$ cat src/verilog/spm_defs.svh
// Constants for the self-programming flash controller.
// Assumes a 40 MHz system clock and AXI4-Lite register access.
`ifndef SPM_DEFS_SVH
`define SPM_DEFS_SVH
`define CLK_PERIOD_NS   25
`define PROG_TIME_NS    3700000
`define ADDR_W          8
`define OFF_CTRL        8'h00
`define OFF_LOCK        8'h04
`define RESP_OKAY       2'h0
`define RESP_SLVERR     2'h2
`define BIT_INT_EN      7
`define BIT_BUSY        6
`define BIT_RSVD        5
`define CMD_REEN        5'h11
`define CMD_LOCK        5'h09
`define CMD_PGWR        5'h05
`define CMD_PGER        5'h03
`define CMD_LOAD        5'h01
`define ARM_CYCLES      3'h4
`define LPM_CYCLES      3'h3
`define WORD_LSB        1
`define WORD_W          6
`define PAGE_LSB        7
`define PAGE_W          9
`define HALTING_WRITE_SECTION_FIRST_PAGE 9'h1C0
`define LOCK_RESET      8'hFF
`define TIMER_W         24
`define ERASED_WORD     16'hFFFF
`endif

$ cat src/verilog/spm_pkg.sv
// Types shared by the self-programming flash controller files.
// Assumes spm_defs.svh is on the include path.
`include "spm_defs.svh"
package spm_pkg;
   typedef struct packed {
      logic        spm;
      logic        load_program_instruction;
      logic [15:0] z;
      logic [7:0]  r0;
      logic [7:0]  r1;
   } cpu_req_t;
   typedef struct packed {
      logic       valid;
      logic [7:0] data;
   } lpm_rsp_t;
   typedef enum logic [1:0] {ST_IDLE, ST_ARMED, ST_PROG} op_state_t;
endpackage

$ cat src/verilog/page_buffer_mem.sv
// Temporary page buffer: one word per page slot, registered read port.
// Assumes the clear and write never target the same cycle on purpose.
`timescale 1ns/1ps
`include "spm_defs.svh"
module page_buffer_mem (
   input  wire logic                 clk_in,
   input  wire logic                 resetn_in,
   input  wire logic                 clear_in,
   input  wire logic                 we_in,
   input  wire logic [`WORD_W-1:0]   waddr_in,
   input  wire logic [15:0]          wdata_in,
   input  wire logic [`WORD_W-1:0]   raddr_in,
   output logic      [15:0]          rdata_out
);
   logic [15:0] mem_q [0:(1<<`WORD_W)-1];

   // Clear wins over a write so an abort leaves nothing behind
   for (genvar i = 0; i < (1<<`WORD_W); i++) begin : g_word
      always_ff @(posedge clk_in) begin
         if (!resetn_in || clear_in) begin
            mem_q[i] <= `ERASED_WORD;
         end else if (we_in && waddr_in == `WORD_W'(i)) begin
            mem_q[i] <= wdata_in;
         end
      end
   end

   always_ff @(posedge clk_in) begin
      if (!resetn_in) begin
         rdata_out <= `ERASED_WORD;
      end else begin
         rdata_out <= mem_q[raddr_in];
      end
   end
endmodule

$ cat src/verilog/prog_timer.sv
// Programming-time counter; one done pulse after the loaded count.
// Assumes start is not raised again while running.
`timescale 1ns/1ps
`include "spm_defs.svh"
module prog_timer (
   input  wire logic                clk_in,
   input  wire logic                resetn_in,
   input  wire logic                start_in,
   input  wire logic [`TIMER_W-1:0] count_in,
   output logic                     done_out
);
   logic [`TIMER_W-1:0] cnt_q;

   always_ff @(posedge clk_in) begin
      if (!resetn_in) begin
         cnt_q    <= '0;
         done_out <= 1'b0;
      end else begin
         done_out <= (cnt_q == `TIMER_W'(1));
         if (start_in) begin
            cnt_q <= count_in;
         end else if (cnt_q != '0) begin
            cnt_q <= cnt_q - `TIMER_W'(1);
         end
      end
   end
endmodule

$ cat src/verilog/self_programming_flash_control.sv
// Self-programming flash controller: control register, arming window,
// page buffer fill, page erase/write, lock set and fuse/lock readback.
// Assumes the CPU strobes store/load for one cycle with pointer and data.
// Operation
// - Erase/write to shared section sets busy flag
// - Busy clears by reenable store or load
// - Control bit 5 always reads zero
// - Reenable plus enable arms store four cycles
// - Reenable refused while programming still runs
// - Reenable write aborts and discards buffer load
// - Lock-set store programs lock bits from low
// - Lock-set clears on completion or timeout
// - Armed load within three cycles returns fuses/locks
// - Page-write store writes buffer to pointer page
// - Page-erase store erases the pointer page
// - Write/erase bits clear on completion or timeout
// - Halting section operation stalls CPU throughout
// - Plain enable store fills one buffer word
// - Enable clears after store or timeout; holds during programming
// - Only five command patterns take effect
// - Pointer splits word/page; page latched at start
// - Load readback uses pointer bits one and zero
// - Buffer erases after write, reenable, reset
// - Interrupt holds while enable bit is clear
// - Interrupt needs local and global enable
`timescale 1ns/1ps
`include "spm_defs.svh"
module self_programming_flash_control #(
   parameter int unsigned PROG_CYCLES = (`PROG_TIME_NS + `CLK_PERIOD_NS - 1) / `CLK_PERIOD_NS
) (
   input  wire logic              CLK_SYS_IN,
   input  wire logic              RESETN_IN,
   input  wire logic              S_AXI_AWVALID_IN,
   output logic                   S_AXI_AWREADY_OUT,
   input  wire logic [`ADDR_W-1:0] S_AXI_AWADDR_IN,
   input  wire logic              S_AXI_WVALID_IN,
   output logic                   S_AXI_WREADY_OUT,
   input  wire logic [31:0]       S_AXI_WDATA_IN,
   input  wire logic [3:0]        S_AXI_WSTRB_IN,
   output logic                   S_AXI_BVALID_OUT,
   input  wire logic              S_AXI_BREADY_IN,
   output logic [1:0]             S_AXI_BRESP_OUT,
   input  wire logic              S_AXI_ARVALID_IN,
   output logic                   S_AXI_ARREADY_OUT,
   input  wire logic [`ADDR_W-1:0] S_AXI_ARADDR_IN,
   output logic                   S_AXI_RVALID_OUT,
   input  wire logic              S_AXI_RREADY_IN,
   output logic [31:0]            S_AXI_RDATA_OUT,
   output logic [1:0]             S_AXI_RRESP_OUT,
   input  spm_pkg::cpu_req_t      CPU_REQ_IN,
   output spm_pkg::lpm_rsp_t      LPM_RSP_OUT,
   input  wire logic              GLOBAL_INT_EN_IN,
   input  wire logic [7:0]        FUSE_LOW_IN,
   input  wire logic [7:0]        FUSE_HIGH_IN,
   input  wire logic [7:0]        FUSE_EXT_IN,
   input  wire logic [`WORD_W-1:0] FLASH_BUF_ADDR_IN,
   output logic [15:0]            FLASH_BUF_DATA_OUT,
   output logic                   FLASH_ERASE_OUT,
   output logic                   FLASH_WRITE_OUT,
   output logic [`PAGE_W-1:0]     FLASH_PAGE_OUT,
   output logic                   RWW_BLOCKED_OUT,
   output logic                   CPU_HALT_OUT,
   output logic                   STORE_READY_IRQ_OUT
);
   spm_pkg::op_state_t state_q, state_d;
   logic             int_en_q, busy_flag_q, reen_q, lock_q, pgwr_q, pger_q, en_q;
   logic [2:0]       arm_cnt_q, lpm_cnt_q;
   logic [`PAGE_W-1:0] page_q;
   logic             rww_op_q, wr_op_q, erase_q, write_q;
   logic [7:0]       lock_bits_q;
   logic             aw_held_q, w_held_q, bvalid_q, rvalid_q, rd_ctrl_q;
   logic [`ADDR_W-1:0] awaddr_q;
   logic [7:0]       wdata_q;
   logic             wlane_q;
   logic [1:0]       bresp_q, rresp_q;
   logic [7:0]       rdata_q;
   spm_pkg::lpm_rsp_t rsp_q;

   // Bus decode
   wire wr_go    = aw_held_q && w_held_q && !bvalid_q;
   wire wr_ctrl  = wr_go && awaddr_q == `OFF_CTRL;
   wire wr_ok    = wr_ctrl || (wr_go && awaddr_q == `OFF_LOCK);
   wire ar_go    = S_AXI_ARVALID_IN && !rvalid_q;
   wire rd_ctrl  = S_AXI_ARADDR_IN == `OFF_CTRL;
   wire rd_ok    = rd_ctrl || S_AXI_ARADDR_IN == `OFF_LOCK;
   wire [4:0] cmd = wdata_q[4:0];
   wire cmd_ok   = cmd == `CMD_REEN || cmd == `CMD_LOCK || cmd == `CMD_PGWR ||
                   cmd == `CMD_PGER || cmd == `CMD_LOAD;
   // Commands are ignored while an erase or write runs
   wire cmd_take = wr_ctrl && wlane_q && cmd_ok && state_q != spm_pkg::ST_PROG;
   wire [7:0] ctrl_val = {int_en_q, busy_flag_q, 1'b0, reen_q, lock_q, pgwr_q, pger_q, en_q};

   // Instruction decode
   wire armed      = state_q == spm_pkg::ST_ARMED;
   wire spm_go     = CPU_REQ_IN.spm && armed;
   wire lpm_go     = CPU_REQ_IN.load_program_instruction && armed && lock_q && lpm_cnt_q != 3'h0;
   wire start_prog = spm_go && (pgwr_q || pger_q);
   wire load_go    = spm_go && !(reen_q || lock_q || pgwr_q || pger_q);
   wire expire     = armed && arm_cnt_q == 3'h1 && !spm_go && !lpm_go;
   wire prog_done;
   wire clr_cmd    = (spm_go && !start_prog) || lpm_go || expire || prog_done;
   wire [`PAGE_W-1:0] page_in = CPU_REQ_IN.z[`PAGE_LSB +: `PAGE_W];
   wire in_rww     = page_in < `HALTING_WRITE_SECTION_FIRST_PAGE;
   // Buffer is wiped on reenable write and after a finished page write
   wire buf_clear  = (cmd_take && cmd == `CMD_REEN) || (prog_done && wr_op_q);
   wire [7:0] lpm_data = CPU_REQ_IN.z[1] ? (CPU_REQ_IN.z[0] ? FUSE_HIGH_IN : FUSE_EXT_IN)
                                         : (CPU_REQ_IN.z[0] ? lock_bits_q : FUSE_LOW_IN);

   always_comb begin
      state_d = state_q;
      case (state_q)
         spm_pkg::ST_IDLE: begin
            if (cmd_take) begin
               state_d = spm_pkg::ST_ARMED;
            end
         end
         spm_pkg::ST_ARMED: begin
            if (start_prog) begin
               state_d = spm_pkg::ST_PROG;
            end else if (cmd_take) begin
               state_d = spm_pkg::ST_ARMED;
            end else if (clr_cmd) begin
               state_d = spm_pkg::ST_IDLE;
            end
         end
         spm_pkg::ST_PROG: begin
            if (prog_done) begin
               state_d = spm_pkg::ST_IDLE;
            end
         end
         default: state_d = spm_pkg::ST_IDLE;
      endcase
   end

   // Control register and arming window
   always_ff @(posedge CLK_SYS_IN) begin
      if (!RESETN_IN) begin
         state_q   <= spm_pkg::ST_IDLE;
         {int_en_q, reen_q, lock_q, pgwr_q, pger_q, en_q} <= '0;
         arm_cnt_q <= 3'h0;
         lpm_cnt_q <= 3'h0;
      end else begin
         state_q <= state_d;
         if (wr_ctrl && wlane_q) begin
            int_en_q <= wdata_q[`BIT_INT_EN];
         end
         if (cmd_take) begin
            {reen_q, lock_q, pgwr_q, pger_q, en_q} <= cmd;
            arm_cnt_q <= `ARM_CYCLES;
            lpm_cnt_q <= `LPM_CYCLES;
         end else if (clr_cmd) begin
            {reen_q, lock_q, pgwr_q, pger_q, en_q} <= '0;
         end
         if (!cmd_take && arm_cnt_q != 3'h0) begin
            arm_cnt_q <= arm_cnt_q - 3'h1;
         end
         if (!cmd_take && lpm_cnt_q != 3'h0) begin
            lpm_cnt_q <= lpm_cnt_q - 3'h1;
         end
      end
   end

   // Section busy flag; a start and a clear cannot meet in one cycle
   always_ff @(posedge CLK_SYS_IN) begin
      if (!RESETN_IN) begin
         busy_flag_q <= 1'b0;
      end else if (start_prog && in_rww) begin
         busy_flag_q <= 1'b1;
      end else if (load_go || (spm_go && reen_q)) begin
         busy_flag_q <= 1'b0;
      end
   end

   // Operation latch and flash strobes
   always_ff @(posedge CLK_SYS_IN) begin
      if (!RESETN_IN) begin
         page_q   <= '0;
         rww_op_q <= 1'b0;
         wr_op_q  <= 1'b0;
         erase_q  <= 1'b0;
         write_q  <= 1'b0;
      end else begin
         erase_q <= start_prog && pger_q;
         write_q <= start_prog && pgwr_q;
         if (start_prog) begin
            page_q   <= page_in;
            rww_op_q <= in_rww;
            wr_op_q  <= pgwr_q;
         end
      end
   end

   // Lock byte: bits only ever go from unprogrammed to programmed
   always_ff @(posedge CLK_SYS_IN) begin
      if (!RESETN_IN) begin
         lock_bits_q <= `LOCK_RESET;
      end else if (spm_go && lock_q) begin
         lock_bits_q[5:2] <= lock_bits_q[5:2] & CPU_REQ_IN.r0[5:2];
      end
   end

   always_ff @(posedge CLK_SYS_IN) begin
      if (!RESETN_IN) begin
         rsp_q <= '0;
      end else begin
         rsp_q.valid <= lpm_go;
         if (lpm_go) begin
            rsp_q.data <= lpm_data;
         end
      end
   end

   // AXI4-Lite write side; address and data may arrive in either order
   always_ff @(posedge CLK_SYS_IN) begin
      if (!RESETN_IN) begin
         aw_held_q <= 1'b0;
         w_held_q  <= 1'b0;
         bvalid_q  <= 1'b0;
         awaddr_q  <= '0;
         wdata_q   <= 8'h00;
         wlane_q   <= 1'b0;
         bresp_q   <= `RESP_OKAY;
      end else begin
         if (S_AXI_AWVALID_IN && S_AXI_AWREADY_OUT) begin
            aw_held_q <= 1'b1;
            awaddr_q  <= S_AXI_AWADDR_IN;
         end
         if (S_AXI_WVALID_IN && S_AXI_WREADY_OUT) begin
            w_held_q <= 1'b1;
            wdata_q  <= S_AXI_WDATA_IN[7:0];
            wlane_q  <= S_AXI_WSTRB_IN[0];
         end
         if (wr_go) begin
            aw_held_q <= 1'b0;
            w_held_q  <= 1'b0;
            bvalid_q  <= 1'b1;
            bresp_q   <= wr_ok ? `RESP_OKAY : `RESP_SLVERR;
         end else if (S_AXI_BREADY_IN) begin
            bvalid_q <= 1'b0;
         end
      end
   end

   // AXI4-Lite read side; lock byte at its own offset is read-only
   always_ff @(posedge CLK_SYS_IN) begin
      if (!RESETN_IN) begin
         rvalid_q  <= 1'b0;
         rdata_q   <= 8'h00;
         rresp_q   <= `RESP_OKAY;
         rd_ctrl_q <= 1'b0;
      end else if (ar_go) begin
         rvalid_q  <= 1'b1;
         rd_ctrl_q <= rd_ctrl;
         rdata_q   <= rd_ctrl ? ctrl_val : (rd_ok ? lock_bits_q : 8'h00);
         rresp_q   <= rd_ok ? `RESP_OKAY : `RESP_SLVERR;
      end else if (S_AXI_RREADY_IN) begin
         rvalid_q <= 1'b0;
      end
   end

   page_buffer_mem u_buf (
      .clk_in    (CLK_SYS_IN),
      .resetn_in (RESETN_IN),
      .clear_in  (buf_clear),
      .we_in     (load_go),
      .waddr_in  (CPU_REQ_IN.z[`WORD_LSB +: `WORD_W]),
      .wdata_in  ({CPU_REQ_IN.r1, CPU_REQ_IN.r0}),
      .raddr_in  (FLASH_BUF_ADDR_IN),
      .rdata_out (FLASH_BUF_DATA_OUT)
   );

   prog_timer u_timer (
      .clk_in    (CLK_SYS_IN),
      .resetn_in (RESETN_IN),
      .start_in  (start_prog),
      .count_in  (`TIMER_W'(PROG_CYCLES)),
      .done_out  (prog_done)
   );

   assign S_AXI_AWREADY_OUT   = !aw_held_q && !bvalid_q;
   assign S_AXI_WREADY_OUT    = !w_held_q && !bvalid_q;
   assign S_AXI_BVALID_OUT    = bvalid_q;
   assign S_AXI_BRESP_OUT     = bresp_q;
   assign S_AXI_ARREADY_OUT   = !rvalid_q;
   assign S_AXI_RVALID_OUT    = rvalid_q;
   assign S_AXI_RDATA_OUT     = {24'h00_0000, rdata_q};
   assign S_AXI_RRESP_OUT     = rresp_q;
   assign LPM_RSP_OUT         = rsp_q;
   assign FLASH_ERASE_OUT     = erase_q;
   assign FLASH_WRITE_OUT     = write_q;
   assign FLASH_PAGE_OUT      = page_q;
   assign RWW_BLOCKED_OUT     = busy_flag_q;
   assign CPU_HALT_OUT        = state_q == spm_pkg::ST_PROG && !rww_op_q;
   assign STORE_READY_IRQ_OUT = int_en_q && GLOBAL_INT_EN_IN && !en_q;
endmodule

$ cat config.mk
export PLATFORM = sky130hd
export DESIGN_NAME = self_programming_flash_control
export DESIGN_NICKNAME = d
export VERILOG_FILES = /design/src/verilog/spm_pkg.sv /design/src/verilog/page_buffer_mem.sv /design/src/verilog/prog_timer.sv /design/src/verilog/self_programming_flash_control.sv
export VERILOG_INCLUDE_DIRS = /design/src /design/src/verilog
export SDC_FILE = /design/constraint.sdc
export NUM_CORES = 2
export LEC_CHECK = 0
export ABC_AREA = 1
export BUFFER_PORTS_ARGS = -buffer_cell sky130_fd_sc_hd__buf_2
export CAP_MARGIN = 20
export CORE_MARGIN = 4
export CORE_UTILIZATION = 56
export CTS_BUF_LIST = sky130_fd_sc_hd__clkbuf_16
export CTS_CLUSTER_DIAMETER = 40
export CTS_CLUSTER_SIZE = 8
export DETAILED_ROUTE_END_ITERATION = 10
export PLACE_DENSITY = 0.75
export SETUP_SLACK_MARGIN = 0.05
export SLEW_MARGIN = 20
export SYNTH_ARGS = -nofsm -noshare
export SYNTH_HDL_FRONTEND = slang
export SYNTH_SLANG_ARGS = --single-unit
$ cat constraint.sdc
create_clock -name CLK_SYS_IN -period 3.3 [get_ports CLK_SYS_IN]
set_input_delay 0.825 -clock CLK_SYS_IN [delete_from_list [all_inputs] [get_ports CLK_SYS_IN]]
set_output_delay 0.825 -clock CLK_SYS_IN [all_outputs]
set_load 0.01 [all_outputs]
### Yosys cells after proc, flatten, opt, wreduce, memory -nomap -nowiden

Memory sizes are Yosys's and may differ from the RTL's. A register that Yosys moved wholly into a read port is not among the register bits.
Index checks and enable logic that the tools add are counted.

| operators by class | value |
|---|---|
| reductions and logical operators | 144 |
| order comparisons | 1 |
| bitwise operators | 66 |
| equality and inequality tests | 78 |
| add/sub/neg operators | 3 |
| mux-type cells | 289 |

Operators with widths:

| operator | count |
|---|---|
| 16-bit 2-to-1 mux | 64 |
| 1-bit 2-to-1 mux | 206 |
| 6-bit equality test (second input constant) | 32 |
| 1-bit logical AND | 98 |
| 6-bit by 5-bit equality test with 1-bit output (second input constant) | 16 |
| 1-bit OR | 64 |
| 6-bit by 4-bit equality test with 1-bit output (second input constant) | 8 |
| 8-bit 2-to-1 mux | 5 |
| 18-bit 2-to-1 mux | 2 |
| 24-bit by 1-bit equality test with 1-bit output (second input constant) | 1 |
| 6-bit by 3-bit equality test with 1-bit output (second input constant) | 4 |
| 24-bit nonzero test | 1 |
| 24-bit by 1-bit subtractor with 24-bit output (second input constant) | 1 |
| 8-bit by 3-bit equality test with 1-bit output (second input constant) | 2 |
| 8-bit zero test | 2 |
| 1-bit logical OR | 16 |
| 2-bit 2-to-1 mux | 7 |
| 2-bit nonzero test | 7 |
| 1-bit zero test | 13 |
| 6-bit by 2-bit equality test with 1-bit output (second input constant) | 2 |
| 3-bit 2-to-1 mux | 4 |
| 9-bit less-than comparator (second input constant) | 1 |
| 6-bit by 1-bit equality test with 1-bit output (second input constant) | 1 |
| 6-bit zero test | 1 |
| other kinds (19) | 23 |

| storage, ports and cells | value |
|---|---|
| output and inout port bits | 80 |
| RAM bits | 1,024 |
| register bits | 99 |
| memories | 1 |

Memory list:

| memory | depth | bits a word | read ports | clocked after memory_dff | write ports | RTL line | text |
|---|---|---|---|---|---|---|---|
| u_buf.mem_q | 64 | 16 | 1 | 1 | 64 | page_buffer_mem.sv:15 | `` logic [15:0] mem_q [0:(1<<`WORD_W)-1]; `` |

### Depth between registers and ports, before layout

| depth | value |
|---|---|
| depth after elaboration | 13 |
| mapped depth | 14 |

### Cells and area by module

From an unflattened synthesis, not the netlist that was laid out.

| unflattened totals | value |
|---|---|
| cell total of the unflattened synthesis | 5,626 |
| area total of the unflattened synthesis | 52,088.7 µm² |

Modules (own cells, without submodules):

| module | cells each | instances | seq. area each (µm²) | area each (µm²) |
|---|---|---|---|---|
| page_buffer_mem | 4,874 | 1 | 31,069.8 | 46,996.3 |
| self_programming_flash_control | 453 | 1 | 1,401.3 | 3,298.2 |
| prog_timer | 299 | 1 | 500.5 | 1,794.2 |

### Least setup slack after synthesis

No wires, ideal clock.

| path | value |
|---|---|
| kind | input port to flip-flop |
| start point | in CPU_REQ_IN[17] in the netlist's numbering |
| end point | mem u_buf.mem_q[32][0], enable pin |
| setup slack | -100 ps |
| data arrival time | 2,989 ps |
| setup time | 411 ps |
| data required time | 2,889 ps |
| stages on the path | 5 |
| cells stage by stage | buf_2 > inv_1 > buf_2 > nand4_4 > o21ai_0 |

RTL lines:

| item | RTL line | text |
|---|---|---|
| from (decl) | self_programming_flash_control.sv:50 | `input spm_pkg::cpu_req_t CPU_REQ_IN,` |
| to (decl) | page_buffer_mem.sv:15 |  |

==> key figures <==
STA
  – Clock Skew: 53.9 ps
  – Final setup viols: 0
  – Worst slew margin relative to its limit: 0.310
  – Period utilization: 0.873
  – Setup TNS: 0 ps
  – Slew Viols, Final: 0
  – Fin. Hold Viols: 0
  – Unrepaired setup endpoints after global routing: no
  – Tmin final: 2880 ps
  – Hold Slack: approximately 280 ps
  – Fmax: 347 MHz
  – Slew @ Worst Pin: approximately 1000 ps

Placement
  – HPWL after DPL: 94,400 um
  – GPL Wtd Cong: 0.925
  – Placed Area: 55,800 um^2
  – Port Buffers: 148

Synth
  – Mapped Avg Cell Area: 9.59 um^2
  – Cells after Synth: 5,560
  – FFs w/ async S/R, synth: 0
  – Post-Synth Adder-Cell Area: 0.00188
  – Unique cell type count in the Yosys netlist: 38
  – Top post-synthesis cells by area: edfxtp_1 (58%), nand3_1 (18%), nand2_1 (9.7%)
  – Sequential fraction of the synthesis area: 0.618
  – Post-synth top area share: 0.577
  – Post-Synth Simple-Gate Area: 0.306
  – Main flop type after synthesis: edfxtp_1
  – Number of synthesized register bits: 1,135
  – Synth cell count leaders: nand3_1 (1,945), nand2_1 (1,382), edfxtp_1 (1,024)
  – Post-synth EDFFs: 1,024
  – Mux share of post-synthesis cell area: 0
  – Cell with the most instances after synthesis: nand3_1
  – Mapped Area: 53,300 um^2
  – Post-Synth XOR/XNOR Area: 0.00312
  – YS warnings: 0
  – Compound-Gate Fraction of Synth Area: 0.0170
  – Largest family of logic cells by synthesized area: simple AND/OR/NAND/NOR gates
  – Dominant cell type by area after synthesis: edfxtp_1

Detailed routing
  – Total wire length: around 160,000 um
  – Routed vias: ~43,000
  – Detail-routed via count per cell: 6.22
  – Initial DRT Pass Iterations: 10
  – Detail Route Antenna Nets: 0
  – Post-route DRC violation count: 0
  – DR iter-0 viols: ~6,200
  – Per-cell routed wire length: ~22 um

Flow run
  – MaxCap Viol Count: 0

Run status
  – Status: finished clean

Final layout
  – Fillers: 7,062
  – Layout cell share with drive strength beyond 1: 0.119
  – Design area: 60,900 um^2
  – Fin nets: 5,723
  – Synthesis-to-layout area growth: 14.1%

Power and ir drop
  – Power Density: ~600 nW/um^2
  – Leak: 0.0205 uW
  – Peak supply drop: 0.000595 V

CTS
  – Worst-path clk slew: around 50 ps
  – Clock buffer depth: 3
  – Worst-Skew Late Latency: 800 ps
  – Total clock sinks: 1,135
  – H-tree depth: 4
  – CTS tree: yes
  – Num CTS Buffers: 172
  – CTS root buffer: clkbuf_16

GRT
  – All-Layer GR Usage: 0.306
  – Largest net degree at the start of global routing: between 80 and 90
  – Number of global-route vias before repair: 40,900
  – Gr ovfl total: 0
  – Initial antenna violation count: 6
  – First-pass GRT wire length: 234,000 um

Worst setup path
  – Highest cell delay on the worst timing path: 510 ps
  – CP Launch Type: flop
  – Crit path kind: flop to flop
  – Crit path required time: 3760 ps
  – CP Launch Point: S_AXI_BVALID_OUT$_SDFFE_PN0P_
  – Crit path max fanout: 84
  – CP endpoint kind: flop
  – CP max stage cell: buf_6
  – CP arrival: 3350 ps
  – RR Startpoint: S_AXI_BVALID_OUT$_SDFFE_PN0P_
  – Critical Path, Cell by Cell: inv_1 > nand3_1 > nor2_1 > nand3_1 > nor2_1 > nand2_1 > inv_1 > nand2_1 > nand2_1 > inv_8 > buf_12 > buf_6 > nand3_1

Floorplanning
  – Die Y: about 320 um
  – Die W: 317 um
  – Initial Util: 0.568
  – Die ar.: 100,000 um^2
  – Core footprint: approximately 94,000 um^2
  – Num ports: about 200
  – Row count: roughly 110

Hold path
  – Min-delay src: CPU_REQ_IN[24]
  – Hold Crit Class: primary input to flop
[cell type report]
class / instances / area (um^2) / share of cell area
flip-flops and latches: 1135 / 33000 / 0.542
inverters: 81 / 334 / 0.00549
well taps: 1254 / 1570 / 0.0258
diodes: 3 / 7.51 / 0.000123
clock inverters: 95 / 731 / 0.0120
repair buffers: 396 / 3350 / 0.0551
clock buffers: 172 / 4300 / 0.0707
multi-input cells: 3805 / 17600 / 0.289
[through the flow]
stage	instances	setup slack, ps	total power [uW]	util
floorplan	5585	-100	18900	-
global placement	6671	319	20200	0.595
detailed placement	6671	222	20300	0.595
CTS	6938	258	36100	0.648
global route	6938	183	37200	0.648
finish	6941	418	36100	0.648
[worst paths after layout]
path	endpoint	slack, ps	depth (start not counted)
setup / recovery	u_buf.mem_q[8][8]$_SDFFCE_PN1P_	420	13
hold / removal	FLASH_PAGE_OUT[1]$_SDFFE_PN0P_	280	3
setup reg to reg	u_buf.mem_q[8][8]$_SDFFCE_PN1P_	420	13
hold reg to reg	rww_op_q$_SDFFE_PN0P_	440	2
[critical path: cells and delay by family (launching register included)]
| kind | cells | cell delay, ps |
|---|---|---|
| buffers and inverters | 5 | 1230 |
| AND/OR/NAND/NOR | 8 | 890 |
| flip-flops | 1 | 370 |
[layer usage]
layer,wire (um),track usage,up-vias
li1,-,-,19500
met1,57100,0.408,20400
met2,71800,0.477,2838
met3,20200,0.0796,449
met4,6330,0.133,8
met5,53,0,-
[registers in the layout, summed over array words and instances, names as in the netlist, 6 cells and up]
| name | cells |
|---|---|
| wdata_q | 6 |
| u_timer.cnt_q | 24 |
| rdata_q | 8 |
| FLASH_PAGE_OUT | 9 |
| u_buf.rdata_out | 16 |
| LPM_RSP_OUT | 9 |
| awaddr_q | 8 |
| u_buf.mem_q | 1024 |
[placed cells by master (no fill, tap or decap), types with 9 or more instances in the layout]
master / n
o21ai_0: 63
nor2_2: 11
nand4_4: 9
conb_1: 26
a21oi_1: 31
edfxtp_1: 1024
clkinv_1: 14
buf_12: 58
dfxtp_1: 111
o21ai_1: 64
inv_2: 17
nand2_1: 1380
nor2_4: 27
inv_1: 107
clkinv_2: 13
buf_4: 190
clkbuf_16: 172
nor2_1: 179
nand3_1: 1945
xnor2_1: 14
buf_2: 145
[repair_timing]
item | in CTS | in global routing
setup endpoints to repair | 0 | 50
setup buffers | 0 | 0
hold buffers | 0 | 0
gates resized for setup | 0 | 1
[where the power goes]
group / switching, uW / internal [uW]
Sequential: 164 / 15800
Clock: 6500 / 9480
Combinational: 2890 / 1210
[cell families after synthesis]
logic type,count (synthesis)
fa+ha+maj,8
buf+inv,645
xor+xnor,19
flops,1135
simple gates,3579
other cells,1
compound gates,173
(Power assumes the default switching activity.)
